File: config.mk
export PLATFORM = sky130hd
export DESIGN_NAME = mpr_top
export DESIGN_NICKNAME = d
export VERILOG_FILES = /design/src/hw/mpr_debounce.v /design/src/hw/mpr_top.v
export VERILOG_INCLUDE_DIRS = /design/src /design/src/hw
export SDC_FILE = /design/constraint.sdc
export NUM_CORES = 1
export LEC_CHECK = 0
export ABC_AREA = 1
export BUFFER_PORTS_ARGS = -buffer_cell sky130_fd_sc_hd__buf_2
export CAP_MARGIN = 20
export CORE_UTILIZATION = 43
export CTS_CLUSTER_DIAMETER = 150
export DETAILED_ROUTE_END_ITERATION = 12
export SYNTH_ARGS = -nofsm -noshare
export SYNTH_HDL_FRONTEND = slang
export SYNTH_HIERARCHICAL = 1
export SYNTH_SLANG_ARGS = --single-unit
File: constraint.sdc
create_clock -name i_clk -period 8.1 [get_ports i_clk]
set_clock_uncertainty 0.1 [all_clocks]
set_input_delay 0.405 -clock i_clk [delete_from_list [all_inputs] [get_ports i_clk]]
set_output_delay 0.405 -clock i_clk [all_outputs]
set_load 0.01 [all_outputs]
File: src/hw/mpr_regs.vh
// Constants for the meter pulse input and relay output block
`ifndef MPR_REGS_VH
`define MPR_REGS_VH

`define MPR_CLK_NS          10
`define MPR_TICK_NS         1000000
`define MPR_MS_CLKS         (`MPR_TICK_NS / `MPR_CLK_NS)
`define MPR_HALF_CYC_NS     10000000
`define MPR_HALF_CLKS       (`MPR_HALF_CYC_NS / `MPR_CLK_NS)

`define MPR_DB_MIN          10'h001
`define MPR_DB_MAX          10'h064
`define MPR_DB_DEF          7'h0A
`define MPR_PW_MIN          10'h00A
`define MPR_PW_MAX          10'h3E8
`define MPR_PW_DEF          10'h064

`define MPR_MODE_UNLATCHED  2'h0
`define MPR_MODE_LATCHED    2'h1
`define MPR_MODE_PULSE      2'h2
`define MPR_MODE_KYZ        2'h3

`define MPR_SRC_NONE        3'h0
`define MPR_SRC_NUM         7

`endif

File: src/hw/mpr_debounce.v
// Debounce and edge qualification for one digital input
`timescale 1ns/1ps
`include "mpr_regs.vh"
module mpr_debounce
(
    // Clock and reset
    input  wire       i_clk,
    input  wire       i_rst,
    input  wire       i_ce,
    input  wire       i_tick,
    // Configuration
    input  wire [6:0] i_db_ms,
    input  wire       i_kyz,
    input  wire       i_inv,
    // Contact
    input  wire       i_raw,
    // Results
    output reg        o_state,
    output reg        o_event
);
    reg        raw_q;
    reg  [6:0] cnt_q;
    wire       accept;

    // Stable strictly longer than the count, so never shorter than set
    assign accept = (raw_q != o_state) && (cnt_q > i_db_ms);

    always @(posedge i_clk or posedge i_rst)
    begin
        if (i_rst)
        begin
            raw_q   <= 1'b0;
            cnt_q   <= 7'h00;
            o_state <= 1'b0;
            o_event <= 1'b0;
        end
        else if (i_ce)
        begin
            raw_q   <= i_raw;
            o_event <= 1'b0;
            if (i_raw != raw_q)
                cnt_q <= 7'h00;
            else if (i_tick && cnt_q != 7'h7F)
                cnt_q <= cnt_q + 7'h01;
            if (accept)
            begin
                o_state <= raw_q;
                if (i_kyz)
                    o_event <= 1'b1;
                else
                    o_event <= raw_q ^ i_inv;
            end
        end
    end
endmodule // mpr_debounce

File: src/hw/mpr_top.v
// Pulse inputs and one relay output channel of a metering instrument
`timescale 1ns/1ps
`include "mpr_regs.vh"
module mpr_top
#(
    parameter N_IN      = 2,
    parameter MS_CLKS   = `MPR_MS_CLKS,
    parameter HALF_CLKS = `MPR_HALF_CLKS,
    parameter PEND_W    = 8,
    parameter WEIGHT_W  = 20
)
(
    // Clock and reset
    input  wire                i_clk,
    input  wire                i_rst,
    input  wire                i_ce,
    // Digital inputs
    input  wire [N_IN-1:0]     i_din,
    input  wire [N_IN-1:0]     i_din_kyz,
    input  wire [N_IN-1:0]     i_din_inv,
    input  wire [6:0]          i_db_ms,
    output reg  [N_IN-1:0]     o_din_state,
    output reg  [N_IN-1:0]     o_din_event,
    // Relay configuration
    input  wire [1:0]          i_relay_mode,
    input  wire                i_relay_inv,
    input  wire                i_retain,
    input  wire                i_saved_state,
    input  wire [9:0]          i_pulse_ms,
    input  wire [2:0]          i_src_sel,
    input  wire [WEIGHT_W-1:0] i_weight,
    // Relay control sources
    input  wire                i_sp_operate,
    input  wire                i_sp_release,
    input  wire                i_cmd_valid,
    input  wire                i_cmd_on,
    input  wire [6:0]          i_energy_pulse,
    // Relay results
    output reg                 o_relay_coil,
    output reg                 o_relay_state,
    output reg                 o_relay_busy
);
    localparam ST_IDLE = 2'h0;
    localparam ST_ON   = 2'h1;
    localparam ST_OFF  = 2'h2;

    function [9:0] clampv;
        input [9:0] v;
        input [9:0] lo;
        input [9:0] hi;
        begin
            if (v < lo)
                clampv = lo;
            else if (v > hi)
                clampv = hi;
            else
                clampv = v;
        end
    endfunction

    reg  [31:0]         tick_cnt_q;
    reg                 tick_q;
    wire [9:0]          db_clamp;
    wire [6:0]          db_eff;
    wire [9:0]          pw_eff;
    wire [N_IN-1:0]     din_state;
    wire [N_IN-1:0]     din_event;

    reg  [1:0]          st_q;
    reg  [1:0]          st_d;
    reg                 act_q;
    reg                 act_d;
    reg                 init_q;
    reg                 sp_q;
    reg                 restart;
    reg  [31:0]         lms_q;
    reg  [31:0]         hc_q;
    reg  [10:0]         ms_el_q;
    wire                tdone;
    reg  [WEIGHT_W-1:0] wcnt_q;
    reg  [PEND_W-1:0]   pend_q;
    reg                 take;
    wire                pulsed;
    wire                sp_rise;
    wire                src_hit;
    wire                w_ev;
    wire                trig;
    wire [WEIGHT_W-1:0] weight_eff;
    wire [2:0]          src_idx;

    // Millisecond tick shared by every input debounce; relay timing keeps its own count
    always @(posedge i_clk or posedge i_rst)
    begin
        if (i_rst)
        begin
            tick_cnt_q <= 32'h0;
            tick_q     <= 1'b0;
        end
        else if (i_ce)
        begin
            if (tick_cnt_q == MS_CLKS - 1)
            begin
                tick_cnt_q <= 32'h0;
                tick_q     <= 1'b1;
            end
            else
            begin
                tick_cnt_q <= tick_cnt_q + 32'h1;
                tick_q     <= 1'b0;
            end
        end
    end

    // One clamped debounce value feeds every input
    assign db_clamp = clampv({3'h0, i_db_ms}, `MPR_DB_MIN, `MPR_DB_MAX);
    assign db_eff   = db_clamp[6:0];

    genvar gi;
    generate
        for (gi = 0; gi < N_IN; gi = gi + 1)
        begin : g_din
            mpr_debounce u_db
            (
                .i_clk   (i_clk),
                .i_rst   (i_rst),
                .i_ce    (i_ce),
                .i_tick  (tick_q),
                .i_db_ms (db_eff),
                .i_kyz   (i_din_kyz[gi]),
                .i_inv   (i_din_inv[gi]),
                .i_raw   (i_din[gi]),
                .o_state (din_state[gi]),
                .o_event (din_event[gi])
            );
        end
    endgenerate

    always @(posedge i_clk or posedge i_rst)
    begin
        if (i_rst)
        begin
            o_din_state <= {N_IN{1'b0}};
            o_din_event <= {N_IN{1'b0}};
        end
        else if (i_ce)
        begin
            o_din_state <= din_state;
            o_din_event <= din_event;
        end
    end

    // Energy source link and pulse weight
    assign pw_eff  = clampv(i_pulse_ms, `MPR_PW_MIN, `MPR_PW_MAX);
    assign pulsed  = (i_relay_mode == `MPR_MODE_PULSE) ||
                     (i_relay_mode == `MPR_MODE_KYZ);
    assign src_idx = i_src_sel - 3'h1;
    assign src_hit = pulsed && (i_src_sel != `MPR_SRC_NONE) &&
                     i_energy_pulse[src_idx];
    assign weight_eff = (i_weight == {WEIGHT_W{1'b0}}) ?
                        {{(WEIGHT_W-1){1'b0}}, 1'b1} : i_weight;
    // Each energy strobe is one least unit; weight counts them
    assign w_ev = src_hit && (wcnt_q + {{(WEIGHT_W-1){1'b0}}, 1'b1}
                              >= weight_eff);

    always @(posedge i_clk or posedge i_rst)
    begin
        if (i_rst)
            wcnt_q <= {WEIGHT_W{1'b0}};
        else if (i_ce)
        begin
            if (!pulsed)
                wcnt_q <= {WEIGHT_W{1'b0}};
            else if (w_ev)
                wcnt_q <= {WEIGHT_W{1'b0}};
            else if (src_hit)
                wcnt_q <= wcnt_q + {{(WEIGHT_W-1){1'b0}}, 1'b1};
        end
    end

    // Triggers merged in one cycle count once; the trade for a plain queue
    assign sp_rise = i_sp_operate && !sp_q;
    assign trig    = pulsed && (w_ev || sp_rise ||
                                (i_cmd_valid && i_cmd_on) ||
                                (i_cmd_valid && i_relay_mode ==
                                 `MPR_MODE_KYZ));

    always @(posedge i_clk or posedge i_rst)
    begin
        if (i_rst)
            pend_q <= {PEND_W{1'b0}};
        else if (i_ce)
        begin
            if (!pulsed)
                pend_q <= {PEND_W{1'b0}};
            else if (trig && !take && pend_q != {PEND_W{1'b1}})
                pend_q <= pend_q + {{(PEND_W-1){1'b0}}, 1'b1};
            else if (take && !trig)
                pend_q <= pend_q - {{(PEND_W-1){1'b0}}, 1'b1};
        end
    end

    // Interval timer: ends on a half-cycle edge once the width has passed
    // Counts the millisecond ending on this edge, so exact multiples fit
    assign tdone = (hc_q == HALF_CLKS - 1) &&
                   ({1'b0, ms_el_q} + {11'h000, lms_q == MS_CLKS - 1} >=
                    {2'h0, pw_eff});

    always @(posedge i_clk or posedge i_rst)
    begin
        if (i_rst)
        begin
            lms_q   <= 32'h0;
            hc_q    <= 32'h0;
            ms_el_q <= 11'h000;
        end
        else if (i_ce)
        begin
            if (restart)
            begin
                lms_q   <= 32'h0;
                hc_q    <= 32'h0;
                ms_el_q <= 11'h000;
            end
            else
            begin
                if (lms_q == MS_CLKS - 1)
                begin
                    lms_q <= 32'h0;
                    if (ms_el_q != 11'h7FF)
                        ms_el_q <= ms_el_q + 11'h001;
                end
                else
                    lms_q <= lms_q + 32'h1;
                if (hc_q == HALF_CLKS - 1)
                    hc_q <= 32'h0;
                else
                    hc_q <= hc_q + 32'h1;
            end
        end
    end

    // Relay state machine
    always @*
    begin
        st_d    = st_q;
        act_d   = act_q;
        restart = 1'b0;
        take    = 1'b0;
        case (i_relay_mode)
            `MPR_MODE_UNLATCHED:
            begin
                st_d  = ST_IDLE;
                act_d = i_sp_operate;
            end
            `MPR_MODE_LATCHED:
            begin
                st_d = ST_IDLE;
                if (i_cmd_valid)
                    act_d = i_cmd_on;
                else if (sp_rise)
                    act_d = 1'b1;
                else if (i_sp_release)
                    act_d = 1'b0;
            end
            default:
            begin
                case (st_q)
                    ST_IDLE:
                    begin
                        if (pend_q != {PEND_W{1'b0}})
                        begin
                            take    = 1'b1;
                            restart = 1'b1;
                            if (i_relay_mode == `MPR_MODE_KYZ)
                            begin
                                act_d = !act_q;
                                st_d  = ST_OFF;
                            end
                            else
                            begin
                                act_d = 1'b1;
                                st_d  = ST_ON;
                            end
                        end
                        else if (i_relay_mode == `MPR_MODE_PULSE)
                            act_d = 1'b0;
                    end
                    ST_ON:
                    begin
                        if (tdone)
                        begin
                            act_d   = 1'b0;
                            restart = 1'b1;
                            st_d    = ST_OFF;
                        end
                    end
                    ST_OFF:
                    begin
                        if (tdone)
                            st_d = ST_IDLE;
                    end
                    default:
                    begin
                        st_d  = ST_IDLE;
                        act_d = 1'b0;
                    end
                endcase
            end
        endcase
    end

    always @(posedge i_clk or posedge i_rst)
    begin
        if (i_rst)
        begin
            st_q          <= ST_IDLE;
            act_q         <= 1'b0;
            init_q        <= 1'b0;
            sp_q          <= 1'b0;
            o_relay_coil  <= 1'b0;
            o_relay_state <= 1'b0;
            o_relay_busy  <= 1'b0;
        end
        else if (i_ce)
        begin
            init_q <= 1'b1;
            sp_q   <= i_sp_operate;
            if (!init_q)
            begin
                // Saved level sampled only after reset release
                st_q <= ST_IDLE;
                if (i_relay_mode == `MPR_MODE_LATCHED && i_retain)
                begin
                    act_q        <= i_saved_state;
                    o_relay_coil <= i_saved_state ^ i_relay_inv;
                    o_relay_state <= i_saved_state;
                end
                else
                begin
                    act_q         <= 1'b0;
                    o_relay_coil  <= i_relay_inv;
                    o_relay_state <= 1'b0;
                end
                o_relay_busy <= 1'b0;
            end
            else
            begin
                st_q          <= st_d;
                act_q         <= act_d;
                o_relay_coil  <= act_d ^ i_relay_inv;
                o_relay_state <= act_d;
                o_relay_busy  <= (st_d != ST_IDLE);
            end
        end
    end
endmodule // mpr_top

# Word level (Yosys, flattened, before mapping)

Index checks and enable logic that the tools add are counted.

Bits of input ports: 65
Output and inout port bits: 7
Word-level logic and storage cells: 164
Register bits: 167

Reduce and logical (&&, ||, !) cells: 42
Order comparisons: 9
Eq/ne operators: 18
Muxes and demuxes: 57
Add/sub/neg operators: 11
Bitwise operators: 4

Operators with widths:

| operator                                              | count |
|---|---|
| 2-to-1 mux 32 bit                                     | 5 |
| adder 32 x 1 -> 32 bit, second input constant         | 3 |
| 2-to-1 mux 20 bit                                     | 4 |
| equality test 32 x 17 -> 1 bit, second input constant | 2 |
| 2-to-1 mux 7 bit                                      | 6 |
| 2-to-1 mux 11 bit                                     | 3 |
| equality test 32 x 20 -> 1 bit, second input constant | 1 |
| 2-to-1 mux 8 bit                                      | 3 |
| 2-to-1 mux 1 bit                                      | 23 |
| adder 20 x 1 -> 20 bit, second input constant         | 1 |
| >= comparator 20 bit                                  | 1 |
| zero test 20 bit                                      | 1 |
| 2-to-1 mux 10 bit                                     | 2 |
| logical AND 1 bit                                     | 16 |
| adder 7 x 1 -> 7 bit, second input constant           | 2 |
| > comparator 7 bit                                    | 2 |
| != test 7 bit, second input constant                  | 2 |
| adder 11 x 1 -> 12 bit                                | 1 |
| >= comparator 12 x 10 -> 1 bit                        | 1 |
| 2-to-1 mux 2 bit                                      | 6 |
| AND reduction 2 bit                                   | 6 |
| adder 11 x 1 -> 11 bit, second input constant         | 1 |
| != test 11 bit, second input constant                 | 1 |
| > comparator 10 bit, second input constant            | 1 |
| 25 further kinds                                      | 47 |

# Depth between registers and ports, before layout

Depth in word-level cells: 14
Gate-level depth with buffers: 31
Mapped depth without buffers: 31

# Cells and area by module

Netlist, hierarchy kept.

By module, submodules not included:

| module       | sequential area each (sq um) | area each (sq um) | cells an instance | instances |
|---|---|---|---|---|
| mpr_top      | 3678.5                       | 10077.2           | 1333              | 1 |
| mpr_debounce | 250.2                        | 827.0             | 117               | 2 |

# Least setup slack after synthesis

No wires, ideal clock.

Path type: reg-to-reg
Start: reg wcnt_q[0]
End: reg pend_q[7]
Required time: 7.882 ns
Stages on the path, launching flop included: 32
Buffers on the path: 0
Setup slack: 3.771 ns
Setup time: 0.118 ns
Period minus slack after synthesis: 4.329 ns
Data arrival time: 4.111 ns
Cell sequence: dfrtp_1 -> ha_1 -> nand3_1 -> nor3_2 -> nand3_1 -> nor3_2 -> nand3_1 -> nor4_2 -> nand2_1 -> xor2_1 -> inv_1 -> ha_1 -> nand2_1 -> inv_1 -> nand3_1 -> nor2_1 -> and3_1 -> nand2_1 -> nand4_1 -> nand2_1 -> nand2_1 -> nand2_1 -> ha_1 -> nand3_1 -> nand2_1 -> nand4_1 -> o211ai_1 -> xor2_1 -> inv_1 -> xor2_1 -> nand3_1 -> nand2_1

Longest elaborated chain between the ends: 11
Elaborated cells between the ends (all ways): 15
Classes of those cells: 1 x add/sub; 1 x order compare; 1 x eq/ne; 2 x mux; 10 x reduce/logical

RTL lines:

| element                                                                            | RTL line                     | text |
|---|---|---|
| start: declaration                                                                 | mpr_top.v:80                 | `reg [WEIGHT_W-1:0] wcnt_q;` |
| start signal: assignment                                                           | mpr_top.v:168                | `wcnt_q <= {WEIGHT_W{1'b0}};` |
| start signal: assignment                                                           | mpr_top.v:172                | `wcnt_q <= {WEIGHT_W{1'b0}};` |
| start signal: assignment                                                           | mpr_top.v:174                | `wcnt_q <= {WEIGHT_W{1'b0}};` |
| adder 20 x 1 -> 20 bit (*)                                                         | mpr_top.v:162                | `assign w_ev = src_hit && (wcnt_q + {{(WEIGHT_W-1){1'b0}}, 1'b1}` |
| >= comparator 20 bit (*)                                                           | mpr_top.v:163                | `>= weight_eff);` |
| logical AND 1 bit (*)                                                              | mpr_top.v:162                |  |
| logical OR 1 bit (*) (3 in series)                                                 | mpr_top.v:182                | `assign trig = pulsed && (w_ev \|\| sp_rise \|\|` |
| logical AND 1 bit (*)                                                              | mpr_top.v:182                |  |
| logical AND 1 bit / zero test 1 bit (equally long branches)                        | mpr_top.v:195, mpr_top.v:197 |  |
| logical AND 1 bit, on equally long branches                                        | mpr_top.v:195, mpr_top.v:197 |  |
| != test 3 x 1 -> 1 bit (no source line) / 2-to-1 mux 8 bit (equally long branches) | -                            |  |
| AND reduction 2 bit (no source line) / 2-to-1 mux 8 bit (equally long branches)    | -                            |  |
| end signal: assignment                                                             | mpr_top.v:194                | `pend_q <= {PEND_W{1'b0}};` |
| end signal: assignment                                                             | mpr_top.v:196                | `pend_q <= pend_q + {{(PEND_W-1){1'b0}}, 1'b1};` |
| end signal: assignment                                                             | mpr_top.v:198                | `pend_q <= pend_q - {{(PEND_W-1){1'b0}}, 1'b1};` |
| end: declaration                                                                   | mpr_top.v:81                 | `reg [PEND_W-1:0] pend_q;` |

Every way passes the cells marked *; elsewhere a longest branch is shown, timed or not.
A chain may end at the register's enable or synchronous reset.

# Final worst setup path

Same ends and word-level chain as after synthesis.

==> run_results.csv <==
group,metric,value,unit
critical_path,arrival,5.16,ns
logic_synthesis,synth_area_per_cell,7.49,um^2
cts,clk_pin_slew_worst_paths,0.07,ns
critical_path,crit_path_end_kind,"register",
critical_path,r2r_slack,3.16,ns
timing,fin_hold_ws,0.154,ns
timing,fmax,202,MHz
route,avgRoutedWirePerCell,13.3,um
global_route,grt_max_degree,99,
timing,hold_viol_final,0,
global_route,antenna_found_initial,0,
power_and_ir_drop,p_per_area,189,mW/mm^2
logic_synthesis,async_reset_ff_share,100,%
logic_synthesis,netlist_instances,1567,
floorplan,initial_utilization,43.6,%
power_and_ir_drop,ir_worst_vdd,157,uV
cells_and_area,drive_gt1_share,10.4,%
cells_and_area,seq_area,0.00418,mm^2
critical_path,cp-start-kind,"register",
floorplan,chipWidth,167,um
cts,clockRootBuffer,"clkbuf_16",
floorplan,die_h,167,um
critical_path,critPathKind,"register to register",
logic_synthesis,synth_edf_count,0,
run_status,outcome,"finished clean",
cells_and_area,area_growth_syn_to_layout,10.3,%
logic_synthesis,synth_nets,1694,
logic_synthesis,synthFlopType,"dfrtp_1",
logic_synthesis,ys_seq_area_share,35.6,%
route,wl,26400,um
timing,relSlewSlack,38.9,%
cts,cts.repair.resized,0,
timing,setup_ws,3.16,ns
cts,postCtsSetupRepairBufs,0,
hold_path,min_path_type,"primary input to register",
cts,hold_buffers,1,
critical_path,crit_required,8.32,ns
cells_and_area,diodes,0,
timing,rsz0062_at_grt,"no",
cts,htreeDepth,4,
logic_synthesis,ys_seq_elements,167,
route,viasPerCell,5.09,
critical_path,crit_start,"wcnt_q[0]",
place,place_congestion,0.883,
timing,min_period,4.94,ns
timing,finalMaxSlewViolations,0,
route,remaining_drc_errors,0,
route,vias,10100,
floorplan,design.die.area,0.0279,mm^2
floorplan,fp.coreArea,0.0269,mm^2
cells_and_area,fillerInstances,2654,
global_route,grt_overflow_total,0,
critical_path,cpMostUsedCell,"nand2_1",
cts,clock_sinks,167,
cells_and_area,mostFrequentLayoutCells,"nand2_1 (363), inv_1 (249), dfrtp_1 (167), nor2_1 (113), xor2_1 (87)",
timing,setup_viol,0,
floorplan,fp-row-count,60,
cts,cts_buffers,17,
cells_and_area,final_nets,1755,
global_route,track_usage,19.8,%
route,drt_pass1_iterations,5,
place,dp_worst_setup_slack,3.19,ns
critical_path,r2r_end,"pend_q[7]",
place,dp_hpwl,19400,um
place,portBuffers,71,
route,dr.first_iter.drc_count,605,
global_route,grt_pass1_wl,46000,um
critical_path,slowest_stage,"ha_1",
cells_and_area,final_common_cell,"nand2_1",
route,postRouteAntennaNets,0,
run,maxCapViolations,0,
power_and_ir_drop,p_leak,6.13,nW
timing,setup_tns,0,ns
cts,cts_tree,"done",
timing,worst_slew_pin_slew,0.916,ns
critical_path,reg2reg_depth,31,
floorplan,boundaryPins,72,
logic_synthesis,yosysWarnings,6,
cells_and_area,multiInputGateArea,0.00637,mm^2
logic_synthesis,yosysUniqueCellTypes,56,
logic_synthesis,syn_area,0.0117,mm^2
global_route,grt_pass1_vias,9883,
cts,clockBufferDepth,2,
critical_path,crit_path_max_incr_delay,0.46,ns
timing,fin_crit_sh,61.0,%
critical_path,worstReg2RegStart,"wcnt_q[0]",
critical_path,endpoint,"pend_q[7]",
critical_path,crit_fanout,9,
hold_path,hold_start,"i_din[0]",
cts,insertion_delay,0.43,ns
[worst max-delay path: cells and delay by family, from the launching register on]
kind	cells	cell delay, ns
fa+ha+maj	3	0.94
xor+xnor	3	0.49
buf+inv	3	0.19
flops	1	0.41
compound gates	1	0.11
simple gates	21	2.57
[Yosys cell counts, types with 38 or more instances]
library cell,instances,share of area [%]
a21oi_1,43,1.8
dfrtp_1,167,36
ha_1,61,6.5
inv_1,250,8.0
nand2_1,363,12
nand3_1,81,3.5
nand4_1,45,2.4
nor2_1,113,3.6
nor4_1,38,2.0
o21ai_0,46,2.0
o22ai_1,64,3.4
xor2_1,87,6.5
[area by class of cell]
cell class | instances | share of cell area, %
Clock inverter | 6 | 0.513
Multi-Input combinational cell | 1104 | 49.3
Timing Repair Buffer | 75 | 3.02
Sequential cell | 167 | 32.3
Clock buffer | 25 | 3.91
Inverter | 263 | 7.71
Tap cell | 341 | 3.30
[routing by layer]
metal / global-route usage (%) / vias to the layer above / wire, um
li1: - / 5268 / -
met1: 27.1 / 4683 / 13200
met2: 32.3 / 112 / 12000
met3: 3.29 / 26 / 766
met4: 5.38 / 0 / 391
met5: 0 / - / 0
[where the power goes]
part | internal, mW | switching (mW) | total [mW] | leakage (nW)
registers | 0.923 | 0.104 | 1.03 | 2.25
clock network | 0.463 | 0.334 | 0.797 | 0.272
logic | 0.242 | 0.376 | 0.618 | 3.61
total | 1.63 | 0.814 | 2.44 | 6.13
[worst min path at each step]
stage | endpoint | slack (ns) | depth (start not counted)
after detailed placement | o_din_state[1] | 0.36 | 2
after CTS | g_din[0].u_db/raw_q | 0.14 | 3
after global placement | o_din_state[1] | 0.35 | 2
after floorplan | g_din[0].u_db/cnt_q[0] | 0.15 | 1
after global routing | g_din[0].u_db/raw_q | 0.15 | 3
final | g_din[0].u_db/raw_q | 0.15 | 3
[per-stage QoR]
stage          power (mW)  instances  utilization, %  cell area (um^2)
5_1_grt              2.61       1981            48.1             12900
2_1_floorplan        1.52       1567               -             11700
6_report             2.44       1981            48.1             12900
3_3_place_gp         1.65       1949            46.0             12400
3_5_place_dp         1.66       1949            46.0             12400
4_1_cts              2.47       1981            48.1             12900
[state kept, by name, summed over array words and instances (netlist names)]
signal              count
act_q                   1
g_din.u_db/cnt_q       14
g_din.u_db/o_event      2
g_din.u_db/o_state      2
g_din.u_db/raw_q        2
hc_q                   32
init_q                  1
lms_q                  32
ms_el_q                11
o_din_event             2
o_din_state             2
o_relay_busy            1
o_relay_coil            1
pend_q                  8
sp_q                    1
st_q                    2
tick_cnt_q             32
tick_q                  1
wcnt_q                 20
[cell families (layout without fill, tap and decap cells)]
| kind of cell | Yosys count | in the layout | share of synthesized area (%) |
|---|---|---|---|
| AO/OA/AOI/OAI | 195 | 195 | 9.94 |
| XOR/XNOR | 102 | 102 | 7.94 |
| adder cells (fa/ha/maj) | 62 | 62 | 6.68 |
| buffers and inverters | 296 | 369 | 10.0 |
| flip-flops | 167 | 167 | 35.6 |
| multiplexers | 1 | 1 | 0.0853 |
| AND/OR/NAND/NOR | 744 | 744 | 29.7 |
No activity file was read; power rests on OpenSTA's default activity.
